==> src/pmrc_pkg.sv <==
// Package of modes, reset targets and timing counts for the power mode and reset control block
package pmrc_pkg;

    // --------------------------------------------------------------
    // Power modes and reset targets
    // --------------------------------------------------------------
    typedef enum logic [1:0] {
        PMRC_MODE_FULL_ON,
        PMRC_MODE_DEEP_SLEEP,
        PMRC_MODE_HIBERNATE
    } pmrc_mode_t;

    typedef enum logic [1:0] {
        PMRC_TGT_NONE,
        PMRC_TGT_HARDWARE,
        PMRC_TGT_SYSTEM,
        PMRC_TGT_CORE
    } pmrc_target_t;

    // --------------------------------------------------------------
    // Timing
    // --------------------------------------------------------------
    localparam int unsigned PMRC_CLK_HZ = 20_000_000;
    // Least time the reset outputs stay asserted once a reset starts
    localparam int unsigned PMRC_RESET_HOLD_NS = 1000;
    localparam int unsigned PMRC_RESET_HOLD_CYC =
        (PMRC_RESET_HOLD_NS * (PMRC_CLK_HZ / 1_000_000) + 999) / 1000;
    // Least time the regulator is given to bring the core supply up
    localparam int unsigned PMRC_WAKE_SETTLE_NS = 10000;
    localparam int unsigned PMRC_WAKE_SETTLE_CYC =
        (PMRC_WAKE_SETTLE_NS * (PMRC_CLK_HZ / 1_000_000) + 999) / 1000;
    localparam int unsigned PMRC_CNT_W = 16;

    // --------------------------------------------------------------
    // Reset history bit positions
    // --------------------------------------------------------------
    localparam int unsigned PMRC_HIST_SW = 0;
    localparam int unsigned PMRC_HIST_PWR = 1;
    localparam int unsigned PMRC_HIST_EVT = 2;
    localparam int unsigned PMRC_HIST_TRIG = 3;
    localparam int unsigned PMRC_HIST_EMU = 4;
    localparam int unsigned PMRC_HIST_W = 5;
    localparam logic [PMRC_HIST_W-1:0] PMRC_HIST_RST = 5'h00;

endpackage

==> src/pmrc_sync.sv <==
// Two-flop synchroniser for a level from outside the clock domain
module pmrc_sync #(
    parameter logic RESET_VAL = 1'b0
) (
    input wire logic clk_i,
    input wire logic rst_i,
    input wire logic async_i,
    output logic sync_o
);
    logic stage1;

    always_ff @(posedge clk_i) begin
        if (rst_i) begin
            stage1 <= RESET_VAL;
            sync_o <= RESET_VAL;
        end else begin
            stage1 <= async_i;
            sync_o <= stage1;
        end
    end
endmodule

==> src/pmrc_top.sv <==
// Power mode sequencer and reset target decision for the processor

// What this block does
// - After power-up the block sits in full-on with the PLL on, not bypassed, and all clocks enabled.
// - Deep sleep turns the PLL off and gates core, system, memory and peripheral clocks, power kept.
// - In deep sleep asynchronous peripherals are barred from internal resources and external memory.
// - Entering hibernate stops every clock and drops the regulator wake output.
// - In hibernate every external pin not given other behaviour is three-stated.
// - While a unit is in reset its control registers hold defaults and it stays idle.
// - Releasing a full system reset leaves the core ready to boot.
// - A hardware reset resets every unit, this control unit too, and clears the reset history.
// - A system reset resets every unit except this control unit, which keeps its contents.
// - The hardware reset input low starts a hardware reset.
// - Software, hibernate, event, trigger or emulator requests start a system reset.
// - The regulator wake output is high for core power-up and low for supply shutdown.
// - In hibernate the hardware reset input raises wake and then starts a boot sequence.
module pmrc_top #(
    parameter int unsigned RESET_HOLD_CYC = pmrc_pkg::PMRC_RESET_HOLD_CYC,
    parameter int unsigned WAKE_SETTLE_CYC = pmrc_pkg::PMRC_WAKE_SETTLE_CYC
) (
    input wire logic clk_i,
    input wire logic rst_i,
    input wire logic hw_reset_in_n_i,
    input wire logic sw_sys_reset_req_i,
    input wire logic sw_core_reset_req_i,
    input wire logic deep_sleep_req_i,
    input wire logic hibernate_req_i,
    input wire logic wake_req_i,
    input wire logic evt_reset_req_i,
    input wire logic trig_reset_req_i,
    input wire logic emu_reset_req_i,
    output pmrc_pkg::pmrc_mode_t mode_o,
    output logic pll_enable_o,
    output logic pll_bypass_o,
    output logic core_clk_en_o,
    output logic system_bus_clk_en_o,
    output logic memory_clk_en_o,
    output logic peripheral_clk_a_en_o,
    output logic peripheral_clk_b_en_o,
    output logic async_access_block_o,
    output logic regulator_wake_out_o,
    output logic pins_hiz_o,
    output logic hw_reset_o,
    output logic sys_reset_o,
    output logic core_reset_o,
    output logic core_boot_ready_o,
    output pmrc_pkg::pmrc_target_t last_target_o,
    output logic [pmrc_pkg::PMRC_HIST_W-1:0] reset_history_o
);
    import pmrc_pkg::*;

    // The counters are PMRC_CNT_W bits wide and must end at least one cycle in
    if (RESET_HOLD_CYC < 1 || RESET_HOLD_CYC >= (1 << PMRC_CNT_W)) begin : g_bad_hold
        $error("RESET_HOLD_CYC out of range");
    end
    if (WAKE_SETTLE_CYC < 1 || WAKE_SETTLE_CYC >= (1 << PMRC_CNT_W)) begin : g_bad_settle
        $error("WAKE_SETTLE_CYC out of range");
    end

    // ----------------------------------------------------------------
    // Pin synchronisation
    // ----------------------------------------------------------------
    logic hw_rst_n_sync;

    pmrc_sync #(
        .RESET_VAL(1'b1)
    ) u_hwrst_sync (
        .clk_i(clk_i),
        .rst_i(rst_i),
        .async_i(hw_reset_in_n_i),
        .sync_o(hw_rst_n_sync)
    );

    // ----------------------------------------------------------------
    // Sequencer state
    // ----------------------------------------------------------------
    typedef enum logic [2:0] {
        PMRC_ST_RUN,
        PMRC_ST_SLEEP,
        PMRC_ST_HIB,
        PMRC_ST_WAKE,
        PMRC_ST_RESET
    } pmrc_state_t;

    pmrc_state_t state;
    pmrc_state_t next_state;
    pmrc_target_t target;
    pmrc_target_t next_target;
    logic [PMRC_CNT_W-1:0] count;
    logic [PMRC_CNT_W-1:0] next_count;
    logic [PMRC_HIST_W-1:0] history;
    logic [PMRC_HIST_W-1:0] next_history;
    logic boot_ready;

    localparam logic [PMRC_CNT_W-1:0] HOLD_LAST = PMRC_CNT_W'(RESET_HOLD_CYC - 1);
    localparam logic [PMRC_CNT_W-1:0] WAKE_LAST = PMRC_CNT_W'(WAKE_SETTLE_CYC - 1);

    // ----------------------------------------------------------------
    // Request decoding
    // ----------------------------------------------------------------
    wire hw_req = !hw_rst_n_sync;
    wire [PMRC_HIST_W-1:0] sys_src = {
        emu_reset_req_i,
        trig_reset_req_i,
        evt_reset_req_i,
        1'b0,
        sw_sys_reset_req_i
    };
    wire sys_req = |sys_src;
    wire count_done_hold = (count == HOLD_LAST);
    wire count_done_wake = (count == WAKE_LAST);
    wire in_reset = (state == PMRC_ST_RESET);

    // Hibernate is recorded as a power manager source; the boot that follows
    // it is a system reset so this unit keeps its history across the wake.
    always_comb begin
        next_state = state;
        next_target = target;
        next_count = count;
        next_history = history;
        if (hw_req && state != PMRC_ST_HIB && state != PMRC_ST_WAKE) begin
            next_state = PMRC_ST_RESET;
            next_target = PMRC_TGT_HARDWARE;
            next_count = '0;
            next_history = PMRC_HIST_RST;
        end else begin
            unique case (state)
                PMRC_ST_RUN: begin
                    if (sys_req) begin
                        next_state = PMRC_ST_RESET;
                        next_target = PMRC_TGT_SYSTEM;
                        next_count = '0;
                        next_history = history | sys_src;
                    end else if (hibernate_req_i) begin
                        next_state = PMRC_ST_HIB;
                        next_history = history | (PMRC_HIST_W'(1) << PMRC_HIST_PWR);
                    end else if (deep_sleep_req_i) begin
                        next_state = PMRC_ST_SLEEP;
                    end else if (sw_core_reset_req_i) begin
                        next_state = PMRC_ST_RESET;
                        next_target = PMRC_TGT_CORE;
                        next_count = '0;
                    end
                end
                PMRC_ST_SLEEP: begin
                    if (sys_req) begin
                        next_state = PMRC_ST_RESET;
                        next_target = PMRC_TGT_SYSTEM;
                        next_count = '0;
                        next_history = history | sys_src;
                    end else if (hibernate_req_i) begin
                        next_state = PMRC_ST_HIB;
                        next_history = history | (PMRC_HIST_W'(1) << PMRC_HIST_PWR);
                    end else if (wake_req_i) begin
                        next_state = PMRC_ST_RUN;
                    end
                end
                PMRC_ST_HIB: begin
                    // Only the reset pin can end hibernate; the core is unpowered
                    if (hw_req) begin
                        next_state = PMRC_ST_WAKE;
                        next_count = '0;
                    end
                end
                PMRC_ST_WAKE: begin
                    next_count = count + 1'b1;
                    if (count_done_wake) begin
                        next_state = PMRC_ST_RESET;
                        next_target = PMRC_TGT_SYSTEM;
                        next_count = '0;
                    end
                end
                PMRC_ST_RESET: begin
                    // A held pin keeps the reset going through the branch above
                    next_count = count_done_hold ? count : count + 1'b1;
                    if (count_done_hold) begin
                        next_state = PMRC_ST_RUN;
                    end
                end
                default: begin
                    next_state = PMRC_ST_RUN;
                end
            endcase
        end
    end

    always_ff @(posedge clk_i) begin
        if (rst_i) begin
            state <= PMRC_ST_RUN;
            target <= PMRC_TGT_NONE;
            count <= '0;
            history <= PMRC_HIST_RST;
            boot_ready <= 1'b0;
        end else begin
            state <= next_state;
            target <= next_target;
            count <= next_count;
            history <= next_history;
            boot_ready <= (in_reset && count_done_hold && target != PMRC_TGT_CORE)
                ? 1'b1 : (next_state == PMRC_ST_RESET ? 1'b0 : boot_ready);
        end
    end

    // ----------------------------------------------------------------
    // Output decoding
    // ----------------------------------------------------------------
    wire clk_run = (state == PMRC_ST_RUN) || (in_reset && target == PMRC_TGT_CORE);
    wire full_rst = in_reset && target != PMRC_TGT_CORE;
    wire hib = (state == PMRC_ST_HIB);

    always_ff @(posedge clk_i) begin
        if (rst_i) begin
            mode_o <= PMRC_MODE_FULL_ON;
            pll_enable_o <= 1'b1;
            pll_bypass_o <= 1'b0;
            core_clk_en_o <= 1'b1;
            system_bus_clk_en_o <= 1'b1;
            memory_clk_en_o <= 1'b1;
            peripheral_clk_a_en_o <= 1'b1;
            peripheral_clk_b_en_o <= 1'b1;
            async_access_block_o <= 1'b0;
            regulator_wake_out_o <= 1'b1;
            pins_hiz_o <= 1'b0;
            hw_reset_o <= 1'b1;
            sys_reset_o <= 1'b1;
            core_reset_o <= 1'b1;
        end else begin
            mode_o <= (state == PMRC_ST_SLEEP) ? PMRC_MODE_DEEP_SLEEP :
                (hib || state == PMRC_ST_WAKE) ? PMRC_MODE_HIBERNATE : PMRC_MODE_FULL_ON;
            pll_enable_o <= clk_run || full_rst;
            pll_bypass_o <= 1'b0;
            core_clk_en_o <= (state == PMRC_ST_RUN);
            system_bus_clk_en_o <= clk_run || full_rst;
            memory_clk_en_o <= clk_run || full_rst;
            peripheral_clk_a_en_o <= clk_run || full_rst;
            peripheral_clk_b_en_o <= clk_run || full_rst;
            async_access_block_o <= (state == PMRC_ST_SLEEP);
            regulator_wake_out_o <= !hib;
            pins_hiz_o <= hib;
            hw_reset_o <= in_reset && target == PMRC_TGT_HARDWARE;
            sys_reset_o <= full_rst;
            core_reset_o <= in_reset || hib || state == PMRC_ST_WAKE;
        end
    end

    assign core_boot_ready_o = boot_ready;
    assign last_target_o = target;
    assign reset_history_o = history;

    // ----------------------------------------------------------------
    // Checks
    // ----------------------------------------------------------------
    property p_hib_wake_low;
        @(posedge clk_i) disable iff (rst_i)
        (state == PMRC_ST_HIB) |=> !regulator_wake_out_o && pins_hiz_o && !core_clk_en_o;
    endproperty
    a_hib_wake_low: assert property (p_hib_wake_low) else $error("wake not low in hibernate");

    property p_sleep_gated;
        @(posedge clk_i) disable iff (rst_i)
        (state == PMRC_ST_SLEEP) |=> !pll_enable_o && !memory_clk_en_o && regulator_wake_out_o;
    endproperty
    a_sleep_gated: assert property (p_sleep_gated) else $error("clocks run in deep sleep");

    property p_sleep_block;
        @(posedge clk_i) disable iff (rst_i)
        $rose(state == PMRC_ST_SLEEP) |=> async_access_block_o;
    endproperty
    a_sleep_block: assert property (p_sleep_block) else $error("async access open in sleep");

    property p_pin_reset;
        @(posedge clk_i) disable iff (rst_i)
        (!hw_reset_in_n_i && state == PMRC_ST_RUN) [*3] |=> ##1 hw_reset_o && history == '0;
    endproperty
    a_pin_reset: assert property (p_pin_reset) else $error("pin low gave no hardware reset");

    property p_sys_reset;
        @(posedge clk_i) disable iff (rst_i)
        (state == PMRC_ST_RUN && hw_rst_n_sync && evt_reset_req_i) |=> ##1 sys_reset_o && !hw_reset_o;
    endproperty
    a_sys_reset: assert property (p_sys_reset) else $error("event gave no system reset");

    property p_hist_kept;
        @(posedge clk_i) disable iff (rst_i)
        (in_reset && target == PMRC_TGT_SYSTEM && !hw_req) |=> history == $past(history);
    endproperty
    a_hist_kept: assert property (p_hist_kept) else $error("history lost in system reset");

    property p_hib_wake;
        @(posedge clk_i) disable iff (rst_i)
        (hib && hw_req) |=> ##1 regulator_wake_out_o && core_reset_o;
    endproperty
    a_hib_wake: assert property (p_hib_wake) else $error("pin did not wake regulator");

    property p_boot;
        @(posedge clk_i) disable iff (rst_i)
        (in_reset && count_done_hold && target == PMRC_TGT_SYSTEM && !hw_req)
            |=> ##1 core_boot_ready_o && !sys_reset_o;
    endproperty
    a_boot: assert property (p_boot) else $error("core not ready after reset");

    property p_reg_rise;
        @(posedge clk_i) disable iff (rst_i)
        $rose(mode_o == PMRC_MODE_DEEP_SLEEP) |-> $past(state) == PMRC_ST_SLEEP;
    endproperty
    a_reg_rise: assert property (p_reg_rise) else $error("mode not registered");
endmodule

==> config.mk <==
export PLATFORM = sky130hd
export DESIGN_NAME = pmrc_top
export DESIGN_NICKNAME = d
export VERILOG_FILES = /design/src/pmrc_pkg.sv /design/src/pmrc_sync.sv /design/src/pmrc_top.sv
export SDC_FILE = /design/constraint.sdc
export NUM_CORES = 1
export LEC_CHECK = 0
export ABC_AREA = 1
export BUFFER_PORTS_ARGS = -buffer_cell sky130_fd_sc_hd__buf_2
export CAP_MARGIN = 20
export CORE_UTILIZATION = 42
export CTS_BUF_LIST = sky130_fd_sc_hd__clkbuf_8
export DETAILED_ROUTE_END_ITERATION = 16
export HOLD_SLACK_MARGIN = 0.06
export PLACE_DENSITY = 0.65
export SKIP_CTS_REPAIR_TIMING = 1
export SLEW_MARGIN = 20
export SYNTH_ARGS = -nofsm -noshare
export SYNTH_HDL_FRONTEND = slang
export SYNTH_SLANG_ARGS = --single-unit
==> constraint.sdc <==
create_clock -name clk_i -period 2.02 [get_ports clk_i]
set_input_delay 0.303 -clock clk_i [delete_from_list [all_inputs] [get_ports clk_i]]
set_output_delay 0.303 -clock clk_i [all_outputs]
set_load 0.02 [all_outputs]
# Word-level counts from Yosys, hierarchy flattened
# Cells that the tools add are included.
# word_totals
output_inout_bits	23
inputBits	11
register_bits	39
wordCells	109
# op_classes
n_mux	35
bitwise	1
addsub	1
reduce_logical	29
n_eq_ne	24
# ops
op	count
$mux 16	8
$pmux 16 s5	1
$mux 3	11
$add 16x1->16 const B	1
$eq 16x5->1 const B	1
$eq 16x8->1 const B	1
$mux 2	8
$ne 3x3->1 const B	5
$pmux 3 s5	1
$ne 4x4->1 const B	3
$reduce_and 6->1	2
$ne 2x2->1 const B	5
$logic_and 1x1->1	7
$reduce_and 7->1	1
$eq 3x2->1 const B	2
$eq 3x3->1 const B	2
$ne 3x2->1 const B	2
$pmux 2 s3	1
$reduce_or 2->1	3
$logic_or 1x1->1	5
$mux 5	1
$or 5x5->5	1
$reduce_bool 5->1	1
$mux 1	4
10 further kinds	13

# Longest topological paths before layout
# depth
depth_word	9
mapped_depth	12
mapped_depth_nobuf	12

# Modules after synthesis
# A second synthesis with hierarchy kept.
# hier_totals
cells_unflattened	308
area_unflattened_um2	2149.6
# by_module_without_submodules
module	seq_area_each_um2	cells_each	area_per_inst_um2	instances
pmrc_top	720.7	301	2090.8	1
pmrc_sync	40.0	7	58.8	1

# Worst setup path before layout
# Ideal clock, no wire load.
# synth_path
path_type	register -> register
startpoint	reg count[0]
endpoint	reg target[0] (netlist: last_target_o[0])
setup_time_ps	115
arrival_ps	1375
path_stages_with_launch	11
n_path_buf	0
synth_period_minus_slack_ps	1490
setup_slack_ps	530
required_time_ps	1905
path_cell_list	dfxtp_1 > ha_1 > nand2_1 > inv_1 > nand2_1 > nor3_2 > nand2_1 > a21oi_1 > nand3b_1 > nand2_1 > nor2_1
# synth_via
elab_chain_cells	3
# synth_lines
element	line	text
start: declaration	pmrc_top.sv:89	logic [PMRC_CNT_W-1:0] count;
start signal: assignment	pmrc_top.sv:197	count <= next_count;
$eq 16x8->1	pmrc_top.sv:111	wire count_done_wake = (count == WAKE_LAST);
$ne 3x3->1 (no source line)	n/a	
$reduce_and 6->1 (no source line)	n/a	
end signal: assignment	pmrc_top.sv:196	target <= next_target;
end: declaration	pmrc_top.sv:87	pmrc_target_t target;
# Every way passes these cells.
# A chain may end at the register's enable or synchronous reset.

# Worst setup path after layout
# Same ends and word-level chain as after synthesis.

==> impl_metrics.ini <==
[status]
run_status = finished clean

[critical_path]
critPathLaunch = count[0]
worstSetupPathType = reg2reg
cp_common_cell = nand2_1
r2r_start = count[0]
critPathTopFamily = simple AND/OR/NAND/NOR gates
worstPathArrival_ns = 1.93
start_kind = flip-flop
slowest_delay_ns = 0.38
critPathCaptureType = flip-flop
cpMaxStageDelayCell = dfxtp_1
worst-path-buf-inv = 1
critical_path.cell_chain = ha_1 -> nand2_1 -> inv_1 -> nand2_1 -> nor3_2 -> nand2_1 -> a21oi_1 -> nand3b_1 -> nand2_1 -> nor2_1
critPathMaxFanout = 5
crit_required_ns = 2.21

[clocking]
clock-sinks = 38
cts_buffers = 5
htreeDepth = 2
clk_transition_reported_paths_ns = 0.08
worstSkewPairLatency_ns = 0.29
tritoncts = built
cts-root-buf = clkbuf_8
clockBufferDepth = 2

[logic_synthesis]
yosysTopAreaCellShare = 0.363
synth_area_leader_cell = dfxtp_1
syn_area_sq_um = 2100
synthCells = 311
yosys-top-cells-area = dfxtp_1 36%, nand2_1 15%, nor2_1 6.4%
synth_nets = 323
ys_warn_count = 0
ys_ff_latch = 38
avgSynthCellArea_sq_um = 6.75
yosysUniqueCellTypes = 33
ys_seq_area_frac = 0.363

[hold_path]
hp-class = in2reg
min_from = hw_reset_in_n_i

[routing]
finalWirelength_mm = 4.92
ant_nets = 0
drt_pass1_iterations = 4
num_vias = 2063
drc = 0
vias_per_cell = 5.01
drtIter0Drc = 93
wl_per_cell_um = 11.9

[layout]
layout-drive-gt1-share = 0.206
fill_cells = 515
fin_nets = 356
num_antenna_cells = 0
syn_to_final_growth_pct = 14.4
final_area_sq_um = 2400
post_layout_nonfiller_instances = 412

[die]
start_util = 0.441
fp.dieH_um = 72.7
pin_count = 34
core_area_sq_um = 4750
die_area_sq_um = 5280
row_count = 25
dieWidth_um = 72.7

[timing]
slew_violations = 0
fin_worst_skew_ns = 0.00217
fmax_mhz = 576
grt_setup_unrepaired = false
hold_slack_ns = 0.196
finalSetupViolations = 0
min_period_over_period = 0.860
fin_crit_ns = 1.74
hold_viol_final = 0
finalSetupTns_ns = 0

[power]
p_leak_nw = 1.05
max-vdd-ir-drop_mv = 0.343
total_power_mw = 1.52
power_density_nw_per_um2 = 634

[grt]
overflow = 0
antenna_found_initial = 0
grt_usage = 0.203
grt_pass1_vias = 1848
grt_pass1_wl_mm = 8.29
grt_max_degree = 15

[flow_run]
drv_cap = 0

[place]
dp_hpwl_mm = 3.69
place_congestion = 0.866
dp.cells = 404
portBuffers = 32
post_dp_cell_area_sq_um = 2310
[where the power goes]
part	internal, mW	switching [mW]
sequential	0.773	0.0165
combinational	0.0596	0.119
clock	0.274	0.279
total	1.11	0.415
[placed cells by master (no fill, tap or decap)]
master	Yosys	layout
xor2_1	2	2
nor3_2	2	2
clkinv_1	1	1
a31oi_1	2	2
o21ai_1	1	1
inv_2	4	4
nand3b_1	1	1
o211ai_1	9	9
a21oi_1	25	25
clkbuf_8	0	6
nor2_1	36	36
nand4_1	10	10
ha_1	1	1
o21bai_1	1	1
buf_4	7	6
nor2_4	3	3
nand4_4	1	1
nor3_1	5	5
nor2_2	3	3
buf_2	2	32
o21ai_0	6	6
conb_1	1	1
clkinv_2	0	1
a31o_2	2	2
nand3_1	19	19
nand3_2	2	2
clkinvlp_4	0	1
dfxtp_1	38	38
a211oi_1	1	1
or2_2	2	2
nand2_2	4	4
nand2_1	84	84
nand2_4	2	2
inv_1	31	31
[cell type report]
type	count	area [sq um]	area share
multi-input cells	225	1120	0.467
inverters	36	135	0.0563
flip-flops and latches	38	761	0.317
well taps	67	83.8	0.0349
repair buffers	38	205	0.0855
clock inverters	2	12.5	0.00521
clock buffers	6	82.6	0.0344
[flip-flops by register name, summed over array words and instances, names as in the netlist, 2 cells and up]
signal           cells
count               16
reset_history_o      5
state                3
last_target_o        2
mode_o               2
[routing by layer]
| metal | vias to the layer above | track usage | part of all wire |
|---|---|---|---|
| li1 | 1076 | - | - |
| met1 | 921 | 0.259 | 0.47 |
| met2 | 55 | 0.329 | 0.46 |
| met3 | 11 | 0.0483 | 0.050 |
| met4 | 0 | 0.0850 | 0.020 |
| met5 | - | 0 | 0 |
[Yosys cell counts]
cell type	count
a31oi_1	2
clkinv_1	1
nand2_1	84
a211oi_1	1
conb_1	1
nor2_2	3
nor3_2	2
or2_2	2
a21oi_1	25
xor2_1	2
nand4_1	10
nand3b_1	1
dfxtp_1	38
nand2_4	2
buf_6	1
inv_2	4
nor2_1	36
inv_1	31
nand3_1	19
buf_4	7
o21bai_1	1
ha_1	1
o21ai_0	6
clkbuf_1	2
a31o_2	2
o21ai_1	1
buf_2	2
nand2_2	4
o211ai_1	9
nand4_4	1
nand3_2	2
nor3_1	5
nor2_4	3
[per-stage QoR]
step	worst slack [ns]	utilization
6_report	0.284	0.505
4_1_cts	0.332	0.505
2_1_floorplan	0.530	-
3_5_place_dp	0.346	0.485
3_3_place_gp	0.370	0.485
5_1_grt	0.0282	0.505
[final timing paths]
path,endpoint,cells past startpoint,slack (ns)
max reg2reg,last_target_o[0],10,0.28
max,last_target_o[0],10,0.28
min reg2reg,u_hwrst_sync.sync_o,1,0.41
min,u_hwrst_sync.stage1,2,0.20
[cells by family (layout without fill, tap and decap cells)]
kind of cell,Yosys count,after routing,share of synthesized area
AOI/OAI and AO/OA,47,47,0.130
and+or+nand+nor,174,174,0.388
DFF,38,38,0.363
other,1,1,0.00179
xor gates and xnor gates,2,2,0.00835
adders and majority gates,1,1,0.00596
buffers and inverters,48,82,0.103
No activity file was read; power rests on OpenSTA's default activity.
